File: src/bsa_cfg.svh
// Chain positions, cell defaults and timing figures of the scan segment
`ifndef BSA_CFG_SVH
`define BSA_CFG_SVH
`define BSA_LEN 141
`define BSA_TOP 140
`define BSA_SEG_LO 76
`define BSA_CMP_IDLE 140
`define BSA_CMP_OUT 139
`define BSA_CMP_CHANNEL_MUX_SELECT 138
`define BSA_CMP_BG 137
`define BSA_COMP 136
`define BSA_RSVD_A 135
`define BSA_ACLK 134
`define BSA_TEST_EN 133
`define BSA_RSVD_B 132
`define BSA_BG_EN 131
`define BSA_CONV_EN 130
`define BSA_AMP_EN 129
`define BSA_DAC_HI 128
`define BSA_DAC_LO 119
`define BSA_BYPASS 118
`define BSA_G10 117
`define BSA_G20 116
`define BSA_GND_EN 115
`define BSA_HOLD 114
`define BSA_IREF 113
`define BSA_MUX_HI 112
`define BSA_MUX_LO 105
`define BSA_NEG_HI 104
`define BSA_NEG_LO 102
`define BSA_PASS 101
`define BSA_PRECHARGE_N_CELL 100
`define BSA_SWITCHCAP_TEST_ENABLE 99
`define BSA_SETTLE 98
`define BSA_VCCREF 97
`define BSA_PIN_HI 96
`define BSA_PIN_CELLS 3
`define BSA_PB_PINS 7
`define BSA_DAC_MID 10'h200
`define BSA_MUX_TEST 8'h08
`define BSA_DUMMY_CMPS 10
`define BSA_STEPS 11
`define BSA_HALF_STEPS 5
`define BSA_LOW_CHECK 6
`define BSA_SETTLE_NS 200
`define BSA_CLK_NS 100
`define BSA_HOLD_MAX_NS 1000000
`endif

File: src/bsa_pkg.sv
// Types used by the scan test controller and the bench; the device segment uses none of them
package bsa_pkg;
	typedef enum logic [5:0] {
		BSA_IDLE = 6'h01,
		BSA_CAPT = 6'h02,
		BSA_SHIFT = 6'h04,
		BSA_UPD = 6'h08,
		BSA_WAIT = 6'h10,
		BSA_DONE = 6'h20
	} bsa_host_state_type;
	typedef logic [9:0] bsa_code_type;
	typedef logic [7:0] bsa_mux_type;
endpackage

File: src/bsa_link_if.sv
// Scan link between the test controller and the device segment
`timescale 1ns/1ps
interface bsa_link_if;
	logic tck;
	logic tdi;
	logic tdo;
	logic capture;
	logic shift;
	logic update;
	logic extest;
	modport dev (
		input tck,
		input tdi,
		input capture,
		input shift,
		input update,
		input extest,
		output tdo
	);
	modport host (
		output tck,
		output tdi,
		output capture,
		output shift,
		output update,
		output extest,
		input tdo
	);
endinterface

File: src/bsa_host.sv
// Scan test controller running the converter limit check over the link
`timescale 1ns/1ps
`include "bsa_cfg.svh"
module bsa_host #(
	parameter int TCK_DIV = 4,
	parameter int HOLD_MAX_NS = `BSA_HOLD_MAX_NS
) (
	input wire logic core_clk,
	input wire logic sys_rst,
	bsa_link_if.host link,
	input wire logic start,
	input wire bsa_pkg::bsa_code_type lower_limit,
	input wire bsa_pkg::bsa_code_type upper_limit,
	input wire bsa_pkg::bsa_mux_type channel_mux_select,
	output logic busy_q,
	output logic done_q,
	output logic low_ok_q,
	output logic high_ok_q,
	output logic pass_q
);
	import bsa_pkg::*;

	localparam int TCK_NS = 2 * TCK_DIV * `BSA_CLK_NS;
	localparam int SETTLE_RAW = (`BSA_SETTLE_NS + TCK_NS - 1) / TCK_NS;
	localparam int SETTLE_TCK = SETTLE_RAW < 1 ? 1 : SETTLE_RAW;

	// tdo passes two flops; a sample half a link period late needs 3
	generate
		if (TCK_DIV < 3 || TCK_DIV > 255) begin : g_bad_div
			$error("bsa_host: TCK_DIV out of range");
		end
		if (5 * `BSA_LEN * TCK_NS > HOLD_MAX_NS) begin : g_slow_tck
			$error("bsa_host: link clock too slow for hold time");
		end
	endgenerate

	// One step of the limit check; cells not named keep idle values
	function automatic logic [`BSA_TOP:0] step_vec(
		input logic [3:0] step,
		input bsa_code_type lo,
		input bsa_code_type hi,
		input bsa_mux_type mux
	);
		logic [`BSA_TOP:0] v;
		logic [3:0] p;
		v = '0;
		v[`BSA_BYPASS] = 1'h1;
		v[`BSA_PASS] = 1'h1;
		v[`BSA_PRECHARGE_N_CELL] = 1'h1;
		v[`BSA_HOLD] = 1'h1;
		v[`BSA_CONV_EN] = 1'h1;
		v[`BSA_MUX_HI:`BSA_MUX_LO] = mux;
		v[`BSA_DAC_HI:`BSA_DAC_LO] = `BSA_DAC_MID;
		p = (step <= 4'(`BSA_LOW_CHECK)) ? step - 4'h1
			: step - 4'(`BSA_LOW_CHECK);
		if (p == 4'h1) begin
			v[`BSA_HOLD] = 1'h0;
		end
		if (p == 4'h3 || p == 4'h4) begin
			v[`BSA_DAC_HI:`BSA_DAC_LO] =
				(step <= 4'(`BSA_LOW_CHECK)) ? lo : hi;
		end
		if (p == 4'h4) begin
			v[`BSA_PRECHARGE_N_CELL] = 1'h0;
		end
		return v; // all pin cells stay zero
	endfunction

	////////////////////////////////////////////////////////////////////////
	// Link clock divider; link signals change only as the clock falls

	logic [7:0] div_q;
	logic tck_q;
	logic tick;
	logic fall_tick;

	assign tick = (div_q == 8'(TCK_DIV - 1));
	assign fall_tick = tick & tck_q;

	always_ff @(posedge core_clk) begin
		if (sys_rst) begin
			div_q <= '0;
			tck_q <= 1'h0;
		end else if (tick) begin
			div_q <= '0;
			tck_q <= ~tck_q;
		end else begin
			div_q <= div_q + 8'h01;
		end
	end

	logic tdo_meta_q;
	logic tdo_sync_q;

	always_ff @(posedge core_clk) begin
		tdo_meta_q <= link.tdo;
		tdo_sync_q <= tdo_meta_q;
	end

	////////////////////////////////////////////////////////////////////////
	// Step sequencer

	bsa_host_state_type state_q;
	logic go_q;
	logic [3:0] step_q;
	logic [7:0] bit_q;
	logic [7:0] wait_q;
	logic [`BSA_TOP:0] vec_q;
	logic tdi_q;
	logic cap_q;
	logic shift_q;
	logic upd_q;
	logic ext_q;

	assign link.tck = tck_q;
	assign link.tdi = tdi_q;
	assign link.capture = cap_q;
	assign link.shift = shift_q;
	assign link.update = upd_q;
	assign link.extest = ext_q;

	always_ff @(posedge core_clk) begin
		if (sys_rst) begin
			state_q <= BSA_IDLE;
			go_q <= 1'h0;
			step_q <= 4'h0;
			bit_q <= 8'h00;
			wait_q <= 8'h00;
			vec_q <= '0;
			tdi_q <= 1'h0;
			cap_q <= 1'h0;
			shift_q <= 1'h0;
			upd_q <= 1'h0;
			ext_q <= 1'h0;
		end else begin
			if (start && state_q == BSA_IDLE) begin
				go_q <= 1'h1;
			end
			if (fall_tick) begin
				unique case (state_q)
				BSA_IDLE: begin
					if (go_q) begin
						go_q <= 1'h0;
						step_q <= 4'h1;
						vec_q <= step_vec(4'h1, lower_limit, upper_limit,
							channel_mux_select);
						ext_q <= 1'h0;
						cap_q <= 1'h1;
						state_q <= BSA_CAPT;
					end
				end
				BSA_CAPT: begin
					cap_q <= 1'h0;
					shift_q <= 1'h1;
					bit_q <= 8'h00;
					tdi_q <= vec_q[0];
					state_q <= BSA_SHIFT;
				end
				BSA_SHIFT: begin
					if (bit_q == 8'(`BSA_TOP)) begin
						shift_q <= 1'h0;
						upd_q <= 1'h1;
						state_q <= BSA_UPD;
					end else begin
						bit_q <= bit_q + 8'h01;
						tdi_q <= vec_q[bit_q + 8'h01];
					end
				end
				BSA_UPD: begin
					upd_q <= 1'h0;
					wait_q <= 8'(SETTLE_TCK);
					state_q <= BSA_WAIT;
				end
				BSA_WAIT: begin
					if (wait_q > 8'h01) begin
						wait_q <= wait_q - 8'h01;
					end else if (step_q == 4'(`BSA_STEPS)) begin
						state_q <= BSA_DONE;
					end else begin
						step_q <= step_q + 4'h1;
						vec_q <= step_vec(step_q + 4'h1, lower_limit,
							upper_limit, channel_mux_select);
						ext_q <= 1'h1;
						cap_q <= 1'h1;
						state_q <= BSA_CAPT;
					end
				end
				BSA_DONE: begin
					state_q <= BSA_IDLE;
				end
				endcase
			end
		end
	end

	// The comparator bit is judged from the scan that loads this step
	always_ff @(posedge core_clk) begin
		if (sys_rst) begin
			low_ok_q <= 1'h0;
			high_ok_q <= 1'h0;
		end else if (go_q && state_q == BSA_IDLE) begin
			low_ok_q <= 1'h0;
			high_ok_q <= 1'h0;
		end else if (fall_tick && state_q == BSA_SHIFT
			&& bit_q == 8'(`BSA_COMP - 1)) begin
			if (step_q == 4'(`BSA_LOW_CHECK)) begin
				low_ok_q <= ~tdo_sync_q;
			end
			if (step_q == 4'(`BSA_STEPS)) begin
				high_ok_q <= tdo_sync_q;
			end
		end
	end

	always_ff @(posedge core_clk) begin
		if (sys_rst) begin
			busy_q <= 1'h0;
			done_q <= 1'h0;
			pass_q <= 1'h0;
		end else begin
			busy_q <= (state_q != BSA_IDLE) || go_q;
			if (go_q) begin
				done_q <= 1'h0;
				pass_q <= 1'h0;
			end else if (state_q == BSA_DONE) begin
				done_q <= 1'h1;
				pass_q <= low_ok_q & high_ok_q;
			end
		end
	end
endmodule

File: src/flat_wrapper.sv
// flat-port wrapper written by rule: the top's interface ports become plain ports
module bsa_host_flat import bsa_pkg::*;
#(
	parameter int TCK_DIV = 4,
	parameter int HOLD_MAX_NS = `BSA_HOLD_MAX_NS
)
  (core_clk, sys_rst, start, lower_limit, upper_limit, channel_mux_select, busy_q, done_q, low_ok_q, high_ok_q, pass_q, link_tck, link_tdi, link_capture, link_shift, link_update, link_extest, link_tdo);
  bsa_link_if link_i ();
  input wire logic core_clk;
  input wire logic sys_rst;
  input wire logic start;
  input wire bsa_pkg::bsa_code_type lower_limit;
  input wire bsa_pkg::bsa_code_type upper_limit;
  input wire bsa_pkg::bsa_mux_type channel_mux_select;
  output logic busy_q;
  output logic done_q;
  output logic low_ok_q;
  output logic high_ok_q;
  output logic pass_q;
  output wire logic [$bits(link_i.tck)-1:0] link_tck;
  output wire logic [$bits(link_i.tdi)-1:0] link_tdi;
  output wire logic [$bits(link_i.capture)-1:0] link_capture;
  output wire logic [$bits(link_i.shift)-1:0] link_shift;
  output wire logic [$bits(link_i.update)-1:0] link_update;
  output wire logic [$bits(link_i.extest)-1:0] link_extest;
  input wire logic [$bits(link_i.tdo)-1:0] link_tdo;
  assign link_tck = link_i.tck;
  assign link_tdi = link_i.tdi;
  assign link_capture = link_i.capture;
  assign link_shift = link_i.shift;
  assign link_update = link_i.update;
  assign link_extest = link_i.extest;
  assign link_i.tdo = link_tdo;
  bsa_host #(.TCK_DIV(TCK_DIV), .HOLD_MAX_NS(HOLD_MAX_NS)) u_core (.core_clk(core_clk), .sys_rst(sys_rst), .link(link_i), .start(start), .lower_limit(lower_limit), .upper_limit(upper_limit), .channel_mux_select(channel_mux_select), .busy_q(busy_q), .done_q(done_q), .low_ok_q(low_ok_q), .high_ok_q(high_ok_q), .pass_q(pass_q));
endmodule
File: config.mk
export PLATFORM = sky130hd
export DESIGN_NAME = bsa_host_flat
export DESIGN_NICKNAME = d
export VERILOG_FILES = /design/src/bsa_pkg.sv /design/src/bsa_link_if.sv /design/src/bsa_host.sv /design/src/flat_wrapper.sv
export VERILOG_INCLUDE_DIRS = /design/src
export SDC_FILE = /design/constraint.sdc
export NUM_CORES = 1
export LEC_CHECK = 0
export BUFFER_PORTS_ARGS = -buffer_cell sky130_fd_sc_hd__buf_2
export CAP_MARGIN = 20
export CELL_PAD_IN_SITES_DETAIL_PLACEMENT = 1
export CELL_PAD_IN_SITES_GLOBAL_PLACEMENT = 1
export CORE_MARGIN = 4
export CORE_UTILIZATION = 43
export CTS_BUF_LIST = sky130_fd_sc_hd__clkbuf_8
export DETAILED_ROUTE_END_ITERATION = 16
export PLACE_DENSITY_LB_ADDON = 0.08
export RECOVER_POWER = 50
export REMOVE_ABC_BUFFERS = 1
export SKIP_CTS_REPAIR_TIMING = 1
export SLEW_MARGIN = 40
export SYNTH_ARGS = -nofsm -noshare
export SYNTH_HDL_FRONTEND = slang
export SYNTH_SLANG_ARGS = --single-unit
File: constraint.sdc
create_clock -name core_clk -period 3.6 [get_ports core_clk]
set_clock_uncertainty 0.2 [all_clocks]
set_input_delay 0.36 -clock core_clk [delete_from_list [all_inputs] [get_ports core_clk]]
set_output_delay 0.36 -clock core_clk [all_outputs]
set_load 0.05 [all_outputs]
**After elaboration in Yosys (flattened, before gate mapping)**

Cells that the tools add are included.

- ROM bits: 0
- Memories: 0
- Input bits: 32
- Bits in latches: 0
- Output and inout port bits: 11
- Memory bits (writable): 0
- Flip-flop bits (word level): 189

- Muxes and demuxes: 40
- Add/sub/neg operators: 6
- Div/mod/pow operators: 0
- Equal/unequal tests: 21
- Multiply operators: 0
- Reductions and logical operators: 23
- Bitwise gates (word level): 4
- Shifts and indexed selects: 0
- Order comparisons: 3

Operator list:

| kind | number |
|---|---|
| $mux 141 | 3 |
| $pmux 141 s2 | 1 |
| $pmux 6 s6 | 1 |
| $pmux 8 s2 | 2 |
| $mux 6 | 4 |
| $mux 10 | 2 |
| $add 8x1->8 const B | 2 |
| $eq 8x8->1 const B | 2 |
| $mux 4 | 4 |
| $mux 8 | 2 |
| $mux 1 | 14 |
| $reduce_and 3->1 | 4 |
| $reduce_and 5->1 | 2 |
| $lt 8x9->1 const B | 1 |
| $bmux 1 s8 | 1 |
| $eq 4x3->1 const B | 2 |
| $eq 8x2->1 const B | 1 |
| $gt 8x1->1 const B | 1 |
| $pmux 1 s2 | 4 |
| $pmux 4 s2 | 1 |
| $reduce_bool 2->1 | 4 |
| $sub 8x1->8 const B | 1 |
| $eq 6x1->1 const B | 1 |
| $eq 6x2->1 const B | 1 |
| 23 further kinds | 36 |

**Logic depth before layout (Yosys ltp)**

- Depth after elaboration: 9
- Mapped depth: 10
- Gate-level depth less buffers: 9

**Worst setup path after synthesis**

OpenSTA, ideal clock, no wires.

- Kind: register -> register
- From: reg u_core.step_q[0]
- To: reg u_core.vec_q[128]
- Path slack: 714 ps
- Clock period less this slack: 2886 ps
- Arrival time: 2567 ps
- Stages on the path, launching flop included: 10
- Buffers on the path: 3
- Setup time: 119 ps
- Cell sequence: dfxtp_1 clkbuf_1 inv_1 ha_1 or3_1 clkbuf_1 a21o_1 mux4_2 buf_2 o221a_2

- Word-level cells in the longest chain between the ends: 9

Ends and longest elaborated chain:

| element | line | text |
|---|---|---|
| start: declaration | bsa_host.sv:105 | `logic [3:0] step_q;` |
| start signal: assignment | bsa_host.sv:180 | `step_q <= step_q + 4'h1;` |
| $add 4x1->4 | bsa_host.sv:181 | `vec_q <= step_vec(step_q + 4'h1, lower_limit,` |
| $sub 4x3->4 (tied with other cells) | bsa_host.sv:55 | `` : step - 4'(`BSA_LOW_CHECK); `` |
| $mux 4 | bsa_host.sv:54 | `` p = (step <= 4'(`BSA_LOW_CHECK)) ? step - 4'h1 `` |
| $eq 4x2->1 / $eq 4x3->1 (equally long branches) | bsa_host.sv:59 | `if (p == 4'h3 \|\| p == 4'h4) begin` |
| $logic_or 1x1->1 | bsa_host.sv:59 |  |
| $mux 10 | bsa_host.sv:59 |  |
| $mux 141 | bsa_host.sv:177 | `` end else if (step_q == 4'(`BSA_STEPS)) begin `` |
| $mux 141 | bsa_host.sv:175 | `if (wait_q > 8'h01) begin` |
| $pmux 141 s2 | bsa_host.sv:140 | `unique case (state_q)` |
| end signal: assignment | bsa_host.sv:145 | `vec_q <= step_vec(4'h1, lower_limit, upper_limit,` |
| end signal: assignment | bsa_host.sv:181 |  |
| end: declaration | bsa_host.sv:108 | `` logic [`BSA_TOP:0] vec_q; `` |

Parallel ways exist; a longest one is shown, timed or not. The select of a mux whose other input is x is not followed.
A chain may end at the register's enable or synchronous reset.

**Final worst setup path**

- From: reg u_core.div_q[0]
- To: reg u_core.vec_q[119]

- Word-level cells in the longest chain between the ends: 3

Ends and longest elaborated chain:

| element | line | text |
|---|---|---|
| start: declaration | bsa_host.sv:72 | `logic [7:0] div_q;` |
| start signal: assignment | bsa_host.sv:88 | `div_q <= div_q + 8'h01;` |
| $eq 8x2->1 | bsa_host.sv:77 | `assign tick = (div_q == 8'(TCK_DIV - 1));` |
| $and 1x1->1 | bsa_host.sv:78 | `assign fall_tick = tick & tck_q;` |
| $reduce_and 5->1 (no line) | -- |  |

Every way passes these cells.

==> flow_metrics.env <==
export IMPL_outcome="complete, no violations"
export IMPL_final_cells=588
export IMPL_grt_usage_pct=19.8
export IMPL_synth_async_reset_ratio_pct=0
export IMPL_p_per_area_mw_per_mm2=324
export IMPL_cts_tree="done"
export IMPL_dp_slack_ns=0.668
export IMPL_final_net_count=516
export IMPL_die_w_um=102
export IMPL_synthTopCellsByCount="dfxtp_1, nor2_1, mux2i_1, nand2_1"
export IMPL_grt_pass1_vias=3319
export IMPL_worst_skew_pair_late_latency_ns=0.34
export IMPL_routedWlPerCell_um=16.9
export IMPL_synth_top_area_share_pct=36.3
export IMPL_synthFlopType="dfxtp_1"
export IMPL_ys_ff_latch=69
export IMPL_power_leakage_nw=1.52
export IMPL_hp_start="channel_mux_select[0]"
export IMPL_layout_worst_path_cycle_share_pct=83.6
export IMPL_path_class="reg -> reg"
export IMPL_antenna_left=0
export IMPL_synthTopCellsByArea="dfxtp_1, mux2i_1, nor2_1, ha_1, nand2_1"
export IMPL_syn_area_per_cell_um2=8.66
export IMPL_synth_edf_count=0
export IMPL_holdWs_ns=0.0614
export IMPL_place_area_mm2=0.00410
export IMPL_reg2reg_setup_slack_ns=0.59
export IMPL_setup_tns_ns=0
export IMPL_hpwl_um=7280
export IMPL_cts_sink_count=69
export IMPL_final_setup_viol_count=0
export IMPL_reg2regPathDepth=7
export IMPL_yosys_warnings=0
export IMPL_drtIter0Drc=110
export IMPL_core_area_mm2=0.00868
export IMPL_max_cap_viol_count=0
export IMPL_post_route_worst_setup_slack_ns=0.589
export IMPL_reg2reg_from="u_core.div_q[0]"
export IMPL_grt_max_degree=46
export IMPL_p_total_mw=1.38
export IMPL_place_congestion=0.949
export IMPL_io_pins=43
export IMPL_die_area_mm2=0.0104
export IMPL_critPathMaxFanout=19
export IMPL_path_clk_slew_ns=0.07
export IMPL_post_place_cells=571
export IMPL_relSlewSlack_pct=41.0
export IMPL_yosysSeqAreaShare_pct=36.3
export IMPL_antenna_found_initial=0
export IMPL_slew_viol_final=0
export IMPL_critPathRequiredTime_ns=3.64
export IMPL_routed_wl_um=9960
export IMPL_cp_arrival_ns=3.05
export IMPL_rsz0062_at_grt="no"
export IMPL_drc=0
export IMPL_worst_slew_pin_slew_ns=0.886
export IMPL_fp_row_count=34
export IMPL_startpoint_type="register"
export IMPL_drtPass1Iterations=4
export IMPL_r2r_end="u_core.vec_q[119]"
export IMPL_min_path_cells=3
export IMPL_htreeDepth=3
export IMPL_synth_distinct_cells=64
export IMPL_grt_ovfl_total=0
export IMPL_yosys_cell_count_top_type="dfxtp_1"
export IMPL_grt_pass1_wl_um=16600
export IMPL_final_min_clock_period_ns=3.01
export IMPL_peakVddDrop_mv=0.177
export IMPL_fmaxAchievable_mhz=332
export IMPL_start_util_pct=43.8
export IMPL_die_y_um=102
export IMPL_num_vias=3366
export IMPL_synthCells=439
export IMPL_yosysTopAreaCell="dfxtp_1"
export IMPL_post_route_util_pct=48.9
export IMPL_min_path_type="in -> reg"
export IMPL_area_growth_pct=11.7
export IMPL_min_to="u_core.vec_q[105]"
export IMPL_layout_drive_gt1_share_pct=13.8
export IMPL_cts_inserted_buffers=9
export IMPL_synthesis_area_mm2=0.00380
export IMPL_antenna_cells=0
export IMPL_design_area_mm2=0.00425
export IMPL_io_buffer_count=42
export IMPL_endpoint_kind="register"
export IMPL_avgViaCountPerCell=5.72
export IMPL_clockRootBuffer="clkbuf_8"
export IMPL_hold_viol=0
export IMPL_cts_path_max_buffers=2
-- worst max-delay path, cell delays in order, from the launching register on --
cell and delay, ns:
dfxtp_1 0.38, ha_1 0.25, nor4b_1 0.51, nand2_1 0.10, clkbuf_1 0.40, nor3_1 0.38, nand3_1 0.35, o31ai_1 0.35
-- final cells by class --
| cell class | instances | area (µm²) |
|---|---|---|
| Fill cell | 1076 | 4430 |
| Multi-Input combinational cell | 328 | 2250 |
| Sequential cell | 69 | 1380 |
| Timing Repair Buffer | 52 | 267 |
| Tap cell | 108 | 135 |
| Clock buffer | 9 | 124 |
| Inverter | 15 | 56.3 |
| Clock inverter | 7 | 35.0 |
-- cells by family after synthesis --
group	Yosys count	share of synthesized area, %
buffers and inverters	42	4.61
adder cells (fa/ha/maj)	9	2.96
AO/OA/AOI/OAI	84	15.9
AND/OR/NAND/NOR	177	24.9
flip-flops	69	36.3
multiplexers	36	10.3
XOR/XNOR	22	5.07
-- per-layer routing --
layer	part of all wire (%)	vias up	GRT usage (%)
met2	47	44	31.8
li1	-	1684	-
met4	0.87	0	5.95
met3	2.6	8	4.10
met5	0	-	0
met1	49	1630	26.9
-- sequential cells by signal (all words and copies together) (netlist names), 4 cells and up --
| register | flops |
|---|---|
| u_core.bit_q | 8 |
| u_core.div_q | 8 |
| u_core.state_q | 6 |
| u_core.step_q | 4 |
| u_core.vec_q | 21 |
| u_core.wait_q | 8 |
-- report_power, final --
part	switching [mW]	leakage, nW	internal (mW)
clock network	0.294	0.0911	0.240
registers	0.00793	0.557	0.771
logic	0.0376	0.876	0.0252
-- cells in the final DEF, fill, tap and decap left out, types with 7 or more instances in the layout --
cell	instances
o21ai_0	9
a211oi_1	8
nor3_1	17
nor4_1	9
nand2_1	29
and3_1	7
o31ai_1	10
clkbuf_1	13
a21oi_1	16
xor2_1	11
nor2_1	42
nand3_1	15
buf_4	7
inv_1	17
clkbuf_8	9
nor3b_1	8
dfxtp_1	69
buf_2	31
xnor2_1	10
ha_1	9
or3_1	9
nand3b_1	7
mux2i_1	30
-- worst max path at each step --
| stage | from | to | slack, ns | cells past startpoint |
|---|---|---|---|---|
| final | u_core.div_q[0] | u_core.vec_q[119] | 0.59 | 7 |
| after global routing | u_core.div_q[0] | u_core.vec_q[124] | 0.28 | 7 |
| after CTS | u_core.bit_q[0] | u_core.link.tdi | 0.65 | 6 |
| after detailed placement | u_core.bit_q[0] | u_core.link.tdi | 0.67 | 6 |
| after global placement | u_core.bit_q[0] | u_core.link.tdi | 0.74 | 6 |
| after floorplan | u_core.step_q[0] | u_core.vec_q[128] | 0.92 | 6 |
Power figures use the tool's default switching activity.
